`src/verilog/lbs_defs.svh`:
```
// Purpose: Offsets, field positions, reset values and timing counts.
// Assumes: Included by its bare name.
// Notes: Definitions only.
`ifndef LBS_DEFS_SVH
`define LBS_DEFS_SVH
`define LBS_NSEG        18
`define LBS_SLOT_CYCLES 16
`define LBS_OFS_CTRL    12'h000
`define LBS_OFS_STAT    12'h004
`define LBS_OFS_DATA0   12'h008
`define LBS_OFS_DATA3   12'h014
`define LBS_CTRL_DE     0
`define LBS_CTRL_INV    1
`define LBS_CTRL_BIAS   2
`define LBS_CTRL_MUX    4
`define LBS_CTRL_RST    32'h00000030
`endif

```
`src/verilog/lbs_pkg.sv`:
```
// Purpose: Types shared by the LCD backplane and segment drive block.
// Assumes: Nothing.
// Notes: Used by scoped name only.
package lbs_pkg;
	// Drive level on one electrode.
	typedef enum logic [2:0] {LV_GND, LV_THIRD, LV_HALF, LV_TWO_THIRD, LV_VLCD} lbs_level_t;
	// Multiplex mode; the code equals the last active slot.
	typedef enum logic [1:0] {MUX_STATIC, MUX_2, MUX_3, MUX_4} lbs_mux_t;
	// Bias mode.
	typedef enum logic {BIAS_THIRD, BIAS_HALF} lbs_bias_t;
	// Power state.
	typedef enum logic {PWR_DOWN, PWR_RUN} lbs_pwr_t;
	// APB request from the master.
	typedef struct packed {
		logic        psel;
		logic        penable;
		logic        pwrite;
		logic [11:0] paddr;
		logic [31:0] pwdata;
	} lbs_apb_req_t;
	// APB answer to the master.
	typedef struct packed {
		logic        pready;
		logic        pslverr;
		logic [31:0] prdata;
	} lbs_apb_rsp_t;
endpackage

```
`src/verilog/lbs_drive.sv`:
```
// Purpose: APB registers and waveform sequencing for a multiplexed LCD.
// Assumes: One 50 MHz clock, synchronous active-low reset.
// Notes: Levels are codes for the analog selector outside.
//
// Contract
// RQ1: Four backplane outputs follow the drive mode.
// RQ2: In 1:3, backplane three copies backplane one.
// RQ3: In 1:2, pairs zero/two and one/three match.
// RQ4: Static mode drives all backplanes identically.
// RQ5: Eighteen segments from slot timing and data.
// RQ6: Third bias uses both taps; half only mid.
// RQ7: Control register sets drive and bias configuration.
// RQ8: 1:2 accepts half and third bias.
// RQ9: 1:3 and 1:4 also accept half bias.
// RQ10: Mode code picks number of active backplanes.
// RQ11: Host clears display enable before power off.
// RQ12: After reset stay powered down until enabled.
// RQ13: Reset gives 1:4, third bias, outputs grounded.
// RQ14: Invert on alternate frames or lines.
// RQ15: Step slots, wrap after last active backplane.
//
// Decided for this implementation: the APB interface to the registers and the placing of the registers.
`timescale 1ns/1ns
`include "lbs_defs.svh"

module lbs_drive #(
	parameter int NUM_SEG     = `LBS_NSEG,
	parameter int SLOT_CYCLES = `LBS_SLOT_CYCLES
) (
	input  wire logic                                  clk,
	input  wire logic                                  reset_n,
	input  wire lbs_pkg::lbs_apb_req_t                 apb_req,
	output lbs_pkg::lbs_apb_rsp_t                      apb_rsp,
	output lbs_pkg::lbs_level_t                        backplane_out_0,
	output lbs_pkg::lbs_level_t                        backplane_out_1,
	output lbs_pkg::lbs_level_t                        backplane_out_2,
	output lbs_pkg::lbs_level_t                        backplane_out_3,
	output lbs_pkg::lbs_level_t [NUM_SEG-1:0]          segment_out
);

	// Refuse sizes that the data words or the divider cannot hold.
	if (NUM_SEG < 1 || NUM_SEG > 32 || SLOT_CYCLES < 2 || SLOT_CYCLES > 65535) begin : g_chk
		$error("lbs_drive: unsupported NUM_SEG or SLOT_CYCLES");
	end

	// Width of the slot divider.
	localparam int DW = 16;
	// Divider value that ends a slot.
	localparam logic [DW-1:0] DIV_LAST = DW'(SLOT_CYCLES - 1);

	// All state of the block, outputs included.
	typedef struct packed {
		lbs_pkg::lbs_pwr_t                 pwr;
		logic                              de;
		logic                              inversion_select;
		lbs_pkg::lbs_bias_t                bias;
		lbs_pkg::lbs_mux_t                 mux;
		logic [3:0][NUM_SEG-1:0]           data;
		logic [DW-1:0]                     div;
		logic [1:0]                        slot;
		logic                              pol;
		lbs_pkg::lbs_level_t [3:0]         bp;
		lbs_pkg::lbs_level_t [NUM_SEG-1:0] seg;
		lbs_pkg::lbs_apb_rsp_t             rsp;
	} lbs_state_t;

	lbs_state_t s_r;   // Registered state.
	lbs_state_t s_nxt; // Next state.
	logic       setup; // APB setup cycle.
	logic       wr;    // Write taken at this edge.
	logic       tick;  // One-cycle slot enable from the divider.
	logic       frame_end; // Tick in the last active slot.

	// Slot of backplane k; shared outputs sit on the same slot.
	function automatic logic [1:0] bp_slot(lbs_pkg::lbs_mux_t m, int k);
		logic [1:0] kk;
		kk = 2'(k);
		unique case (m)
			lbs_pkg::MUX_STATIC: bp_slot = 2'h0; // RQ4
			lbs_pkg::MUX_2:      bp_slot = {1'b0, kk[0]}; // RQ3
			lbs_pkg::MUX_3:      bp_slot = (kk == 2'h3) ? 2'h1 : kk; // RQ2
			lbs_pkg::MUX_4:      bp_slot = kk;
		endcase
	endfunction

	// Backplane level: selected one swings full, others sit at a tap.
	function automatic lbs_pkg::lbs_level_t bp_level(lbs_state_t s, logic sel);
		if (sel || s.mux == lbs_pkg::MUX_STATIC) begin
			bp_level = s.pol ? lbs_pkg::LV_GND : lbs_pkg::LV_VLCD;
		end else if (s.bias == lbs_pkg::BIAS_HALF) begin
			bp_level = lbs_pkg::LV_HALF; // RQ6
		end else begin
			bp_level = s.pol ? lbs_pkg::LV_TWO_THIRD : lbs_pkg::LV_THIRD; // RQ6
		end
	endfunction

	// Segment level: on opposes the selected backplane, off stays near it.
	function automatic lbs_pkg::lbs_level_t seg_level(lbs_state_t s, logic on);
		if (on) begin
			seg_level = s.pol ? lbs_pkg::LV_VLCD : lbs_pkg::LV_GND;
		end else if (s.mux == lbs_pkg::MUX_STATIC || s.bias == lbs_pkg::BIAS_HALF) begin
			seg_level = s.pol ? lbs_pkg::LV_GND : lbs_pkg::LV_VLCD;
		end else begin
			seg_level = s.pol ? lbs_pkg::LV_THIRD : lbs_pkg::LV_TWO_THIRD; // RQ6
		end
	endfunction

	assign setup     = apb_req.psel && !apb_req.penable;
	assign wr        = apb_req.psel && apb_req.penable && apb_req.pwrite
	                   && s_r.rsp.pready && !s_r.rsp.pslverr;
	assign tick      = (s_r.pwr == lbs_pkg::PWR_RUN) && (s_r.div == DIV_LAST);
	assign frame_end = tick && (s_r.slot >= 2'(s_r.mux)); // RQ15

	// Next state: bus slave, power, slot sequencer and output levels.
	always_comb begin
		s_nxt = s_r;
		s_nxt.rsp.pready  = 1'b0;
		s_nxt.rsp.pslverr = 1'b0;
		// Setup cycle: decode and answer in the first access cycle.
		if (setup) begin
			s_nxt.rsp.pready = 1'b1;
			s_nxt.rsp.prdata = 32'h00000000;
			if (apb_req.paddr == `LBS_OFS_CTRL) begin
				s_nxt.rsp.prdata[`LBS_CTRL_DE]       = s_r.de;
				s_nxt.rsp.prdata[`LBS_CTRL_INV]      = s_r.inversion_select;
				s_nxt.rsp.prdata[`LBS_CTRL_BIAS]     = s_r.bias;
				s_nxt.rsp.prdata[`LBS_CTRL_MUX +: 2] = s_r.mux;
			end else if (apb_req.paddr == `LBS_OFS_STAT) begin
				s_nxt.rsp.prdata[3:0] = {s_r.pol, s_r.slot, s_r.pwr == lbs_pkg::PWR_RUN};
			end else if (apb_req.paddr >= `LBS_OFS_DATA0 && apb_req.paddr <= `LBS_OFS_DATA3
			             && apb_req.paddr[1:0] == 2'h0) begin
				s_nxt.rsp.prdata[NUM_SEG-1:0] = s_r.data[2'(apb_req.paddr[11:2] - 10'h002)];
			end else begin
				s_nxt.rsp.pslverr = 1'b1; // Unmapped address.
			end
		end
		// Access edge: a write takes effect here and nowhere else.
		if (wr) begin
			if (apb_req.paddr == `LBS_OFS_CTRL) begin
				s_nxt.de   = apb_req.pwdata[`LBS_CTRL_DE]; // RQ7
				s_nxt.inversion_select  = apb_req.pwdata[`LBS_CTRL_INV];
				s_nxt.bias = lbs_pkg::lbs_bias_t'(apb_req.pwdata[`LBS_CTRL_BIAS]); // RQ8 RQ9
				s_nxt.mux  = lbs_pkg::lbs_mux_t'(apb_req.pwdata[`LBS_CTRL_MUX +: 2]); // RQ10
			end else if (apb_req.paddr != `LBS_OFS_STAT) begin
				s_nxt.data[2'(apb_req.paddr[11:2] - 10'h002)] = apb_req.pwdata[NUM_SEG-1:0];
			end
		end
		// Power state: sequencer is held still while powered down.
		unique case (s_r.pwr)
			lbs_pkg::PWR_DOWN: begin
				s_nxt.div  = '0;
				s_nxt.slot = 2'h0;
				s_nxt.pol  = 1'b0;
				if (s_r.de) begin
					s_nxt.pwr = lbs_pkg::PWR_RUN; // RQ12
				end
			end
			lbs_pkg::PWR_RUN: begin
				if (!s_r.de) begin
					s_nxt.pwr = lbs_pkg::PWR_DOWN; // RQ12
				end else if (tick) begin
					s_nxt.div  = '0;
					s_nxt.slot = frame_end ? 2'h0 : s_r.slot + 2'h1; // RQ15
					// Line inversion flips every slot, frame inversion per frame.
					if (s_r.inversion_select || frame_end) begin
						s_nxt.pol = !s_r.pol; // RQ14
					end
				end else begin
					s_nxt.div = s_r.div + DW'(1);
				end
			end
		endcase
		// Output levels from the present slot; ground while powered down.
		for (int k = 0; k < 4; k++) begin
			if (s_r.pwr == lbs_pkg::PWR_DOWN) begin
				s_nxt.bp[k] = lbs_pkg::LV_GND; // RQ12
			end else begin
				s_nxt.bp[k] = bp_level(s_r, bp_slot(s_r.mux, k) == s_r.slot); // RQ1
			end
		end
		for (int i = 0; i < NUM_SEG; i++) begin
			if (s_r.pwr == lbs_pkg::PWR_DOWN) begin
				s_nxt.seg[i] = lbs_pkg::LV_GND;
			end else begin
				s_nxt.seg[i] = seg_level(s_r, s_r.data[s_r.slot][i]); // RQ5
			end
		end
	end

	// State register with reset to 1:4, third bias, display off.
	always_ff @(posedge clk) begin
		if (!reset_n) begin
			s_r      <= '0; // RQ13
			s_r.mux  <= lbs_pkg::lbs_mux_t'(2'(`LBS_CTRL_RST >> `LBS_CTRL_MUX)); // RQ13
			s_r.bias <= lbs_pkg::BIAS_THIRD;
			s_r.pwr  <= lbs_pkg::PWR_DOWN;
		end else begin
			s_r <= s_nxt;
		end
	end

	assign apb_rsp         = s_r.rsp;
	assign backplane_out_0 = s_r.bp[0];
	assign backplane_out_1 = s_r.bp[1];
	assign backplane_out_2 = s_r.bp[2];
	assign backplane_out_3 = s_r.bp[3];
	assign segment_out     = s_r.seg;
endmodule

```
`config.mk`:
```
export PLATFORM = sky130hd
export DESIGN_NAME = lbs_drive
export DESIGN_NICKNAME = d
export VERILOG_FILES = /design/src/verilog/lbs_pkg.sv /design/src/verilog/lbs_drive.sv
export VERILOG_INCLUDE_DIRS = /design/src /design/src/verilog
export SDC_FILE = /design/constraint.sdc
export NUM_CORES = 1
export LEC_CHECK = 0
export ABC_AREA = 0
export BUFFER_PORTS_ARGS = -buffer_cell sky130_fd_sc_hd__buf_2
export CAP_MARGIN = 20
export CORE_ASPECT_RATIO = 1.5
export CORE_UTILIZATION = 50
export CTS_CLUSTER_DIAMETER = 50
export DETAILED_ROUTE_END_ITERATION = 8
export PLACE_DENSITY_LB_ADDON = 0.2
export SYNTH_ARGS = -nofsm -noshare
export SYNTH_HDL_FRONTEND = slang
export SYNTH_SLANG_ARGS = --single-unit
```
`constraint.sdc`:
```
create_clock -name clk -period 2.4 [get_ports clk]
set_input_delay 0.72 -clock clk [delete_from_list [all_inputs] [get_ports clk]]
set_output_delay 0.72 -clock clk [all_outputs]
set_load 0.05 [all_outputs]
```
* After elaboration in Yosys (flattened, before gate mapping)
Index checks and enable logic that the tools add are counted. W data, S select, Z words.
Storage, ports and cells: register bits after elaboration 183, word-level logic and storage cells 157
Cells by class: add/sub/neg operators 3, $lt $le $gt $ge 6, equality and inequality tests 13, multiplexer cells 61, bitwise operators 4, reduce and logical (&&, ||, !) cells 33
Operators with widths (count):
- $mux W3 | 27
- $bmux W18 S2 | 2
- $bwmux W72 | 1
- $mux W18 | 4
- $pmux W19 S2 | 1
- $demux W18 S2 | 1
- $mux W34 | 1
- $mux W2 | 10
- $mux W19 | 1
- $add A16 B1 Y16 const B | 1
- $eq A16 B4 Y1 const B | 1
- $mux W16 | 1
- $mux W14 | 1
- $eq A12 B3 Y1 const B | 1
- $ge A12 B4 Y1 const B | 1
- $le A12 B5 Y1 const B | 1
- $logic_not A12 Y1 | 1
- $mux W12 | 1
- $ne A12 B3 Y1 const B | 1
- $logic_and A1 B1 Y1 | 10
- $eq A2 B2 Y1 | 4
- $pmux W2 S2 | 2
- $reduce_or A4 Y1 | 2
- $logic_or A1 B1 Y1 | 6
- 19 further kinds | 38

* Longest topological paths before layout
word-level depth 8, depth in mapped cells 8

* Worst setup path before layout
OpenSTA, ideal clock, no wires.
path kind input-to-reg, start input apb_req[35] in the netlist's numbering, end register s_r (netlist bit apb_rsp[0]), setup time 117 ps, arrival 1978 ps, path slack 305 ps, cell stages on the path 6, path buffers 2, cells stage by stage buf_4 buf_2 mux4_2 nand3_1 o21ai_0 a32o_1
Between the ends: word-level cells in the longest chain between the ends 6, elaborated cells on any way between the ends 12, classes of those cells add/sub (1); order compare (2); eq/ne (1); mux (5); reduce/logical (3)
RTL lines:
- from (decl) | line lbs_drive.sv:32 | input wire lbs_pkg::lbs_apb_req_t apb_req,
- $ge A12 B4 Y1 (no line) (tied with other cells)
- $logic_and A1 B1 Y1 (no line) / $bmux W18 S2 (equally long branches)
- $logic_and A1 B1 Y1 / $mux W18 (equally long branches) | line lbs_drive.sv:130, lbs_drive.sv:132
- $mux W18 | line lbs_drive.sv:130 | end else if (apb_req.paddr >= `LBS_OFS_DATA0 && apb_req.paddr <= `LBS_OFS_DATA3
- $mux W4 | line lbs_drive.sv:128 | end else if (apb_req.paddr == `LBS_OFS_STAT) begin
- $mux W3 * | line lbs_drive.sv:123 | if (apb_req.paddr == `LBS_OFS_CTRL) begin
- to (signal assigned) | line lbs_drive.sv:198 | s_r <= s_nxt;
- to (decl) | line lbs_drive.sv:67 | lbs_state_t s_r;
Every way passes the cells marked *; elsewhere a longest branch is shown, timed or not. The select of a mux whose other input is x is not followed. A chain may end at the register's enable or synchronous reset.

* Worst setup path after layout
start register s_r[103] in the netlist's numbering, end register s_r[101] in the netlist's numbering
Between the ends: word-level cells in the longest chain between the ends 7, elaborated cells on any way between the ends 9, classes of those cells eq/ne (2); mux (4); reduce/logical (3)
RTL lines:
- $eq A16 B4 Y1 * | line lbs_drive.sv:111 | assign tick = (s_r.pwr == lbs_pkg::PWR_RUN) && (s_r.div == DIV_LAST);
- $logic_and A1 B1 Y1 * | line lbs_drive.sv:111
- $logic_and A1 B1 Y1 | line lbs_drive.sv:112 | assign frame_end = tick && (s_r.slot >= 2'(s_r.mux));
- $mux W2 | line lbs_drive.sv:163 | s_nxt.slot = frame_end ? 2'h0 : s_r.slot + 2'h1;
- $mux W3 | line lbs_drive.sv:161 | end else if (tick) begin
- $mux W19 | line lbs_drive.sv:159 | if (!s_r.de) begin
- $pmux W19 S2 | line lbs_drive.sv:149 | unique case (s_r.pwr)
Marks and branches as above.

==> reports/results.txt <==
Yosys reg bits: 183
top-area cell type share of the netlist area: 44.1%
CTS Buf Count: 17
antenna violations before repair: 0
Worst Max-Slew Pin Slew: 0.740 ns
share of layout cells above drive strength 1: 25.0%
DR WL/cell: 16.5 um
final HPWL from detailed placement: 12800 um
Bufs on Longest Clock Path: 2
Via Count: 5844
router iterations before antenna repair: 5
most area-consuming cells after synthesis: dfxtp_1, mux4_2, buf_4
NumNets Final: 943
Slew Viols, Final: 0
Post-CTS Setup Bufs: 0
number of placed I/O pins: 149
GRT Total Usage: 22.0%
H-tree Lvls: 4
Area Overhead vs Synth: 9.53%
unrepaired setup endpoints after global routing: no
fin area: 9100 um^2
Power Density: 673 nW/um^2
die extent in x: 107 um
final worst slack: 0.444 ns
required time worst endpoint: 2.75 ns
clock tree root buffer cell: clkbuf_16
Worst-Skew Late Latency: 0.42 ns
Worst EP arrival: 2.31 ns
mean post-synth cell area: 9.63 um^2
largest area contributor in the netlist: dfxtp_1
Max Cap Violations: 0
Slew HR: 50.7%
Placed Cells: 1077
initial drt markers: 351
Post-CTS Hold Fix Bufs: 0
cell count of the worst reg-to-reg path: 5
Clock Sinks: 183
core box area: 16300 um^2
Final Critical Period: 1.96 ns
final hold vios: 0
Syn Inst Count: 863
Layout Skew: 0.0132 ns
count leader, synth: dfxtp_1
start of the worst register-to-register path: s_r[103]
Worst-path clk slew: 0.07 ns
RD Place Congestion: 0.805
Worst R2R End: s_r[101]
post_cts resized: 0
ant diodes: 0
outcome: finished clean
Fin Hold WS: 0.464 ns
Pleak: 4.00 nW
top_reg_cell synth: dfxtp_1
Critical Path Source Type: flip-flop
Worst Setup SP: s_r[103]
highest ir drop seen on vdd: 0.447 mV
fmax: 511 MHz
crit path capture: s_r[101]
DP Worst Slack: 0.150 ns
period utilisation layout: 81.5%
Cell Area, Synth: 8310 um^2
largest net degree at the start of global routing: 45
global-route wire length before repair: 29100 um
leading post-synthesis cells by instance count: dfxtp_1, nor2_1, buf_4, nand2_1, mux2i_1
Initial Utilization: 51.1%
DRC: 0
Reg2Reg Setup Slack: 0.44 ns
number of synthesized flops with an enable pin: 0
die area: 17200 um^2
Final Non-Filler Cells: 1109
number of global-route vias before repair: 5580
Distinct cells, synth: 51
vias per cell: 5.27
port bufs: 120
Final Setup Violations: 0
Routed Antenna Nets: 0
worst hold path type: reg2reg
crit end category: flip-flop
Fillers: 1489
register area share after synthesis: 44.1%
Post-Route WL: 18300 um
critical path peak fanout: 8
asr flop ratio synth: 0%
standard-cell rows: 57
CTS tree: yes
die height: 160 um
Fin Setup TNS: 0 ns
Synth warnings: 0
total grt overflow: 0
Area after DPL: 8500 um^2
Worst Path Class, Setup: reg2reg
==> placed cells by master (no fill, tap or decap), types with 4 or more instances in the layout <==
master     netlist  routed
ha_1             4       4
buf_12           0       6
inv_1           20      20
o21ai_0         17      17
nand3_1         40      40
buf_2           18     120
mux2i_1         76      76
nand4_1          9       9
nand2b_1         6       6
mux4_2          36      36
dfxtp_1        183     183
and2_1           4       4
nor2_1         110     110
and3_1           5       5
a21oi_1         33      33
nand2_1         96      96
buf_4          102      25
or3_1            8       8
clkbuf_16        0      17
o31a_1          12      12
conb_1           1      14
xor2_1          10      10
==> power breakdown <==
part	total [mW]	switching (mW)	internal (mW)	leakage, nW
sequential	3.04	0.00300	3.04	1.47
clock	2.83	1.24	1.59	0.285
combinational	0.252	0.179	0.0730	2.24
total	6.13	1.42	4.71	4.00
==> stage by stage <==
stage | total power, mW | utilization, %
floorplan | 3.29 | -
global placement | 3.37 | 52.3
detailed placement | 3.37 | 52.3
CTS | 6.18 | 56.0
global route | 6.33 | 56.0
finish | 6.13 | 56.0
==> cells by family (layout without fill, tap and decap cells) <==
kind of cell               after synthesis  after routing  share of synthesized area (%)
AOI/OAI and AO/OA                       75             75                           5.51
xor gates and xnor gates                11             11                           1.16
muxes                                  112            112                           18.9
DFF                                    183            183                           44.1
and+or+nand+nor                        300            300                           16.4
adders and majority gates                4              4                          0.602
other                                    1             14                         0.0451
buffers and inverters                  177            204                           13.3
==> critical path: stages (launching register included) <==
cell	delay, ns
dfxtp_1	0.37
ha_1	0.19
nor4bb_1	0.29
nand4_1	0.30
or4b_1	0.56
a21oi_1	0.17
==> layer usage <==
layer | track usage (%) | vias to the layer above | routed length [um] | share of wire, %
met5 | 0 | - | 0 | 0
met4 | 6.29 | 0 | 158 | 0.87
met3 | 3.27 | 12 | 782 | 4.3
met2 | 38.3 | 139 | 9520 | 52
met1 | 27.9 | 2814 | 7790 | 43
li1 | - | 2879 | - | -
==> how the worst min path moves through the flow <==
stage              from        to  depth (start not counted)
2_1_floorplan  s_r[119]  s_r[119]                          2
3_3_place_gp   s_r[104]  s_r[104]                          2
3_5_place_dp   s_r[124]  s_r[124]                          2
4_1_cts        s_r[124]  s_r[124]                          2
5_1_grt        s_r[182]  s_r[182]                          2
6_report       s_r[104]  s_r[104]                          2
==> flip-flops by register name, indices dropped and copies added (netlist names) <==
name             count
backplane_out_2      3
apb_rsp             20
segment_out         54
backplane_out_0      3
s_r                 97
backplane_out_1      3
backplane_out_3      3
==> cell type report <==
| cell class | count | area (um^2) | share of cell area [%] |
|---|---|---|---|
| well taps | 206 | 258 | 2.83 |
| multi-input cells | 516 | 3590 | 39.4 |
| inverters | 21 | 78.8 | 0.866 |
| repair buffers | 151 | 908 | 9.98 |
| flip-flops and latches | 183 | 3660 | 40.2 |
| clock inverters | 13 | 163 | 1.79 |
| clock buffers | 19 | 443 | 4.86 |
Note: power is estimated with default switching activity, not from simulation.
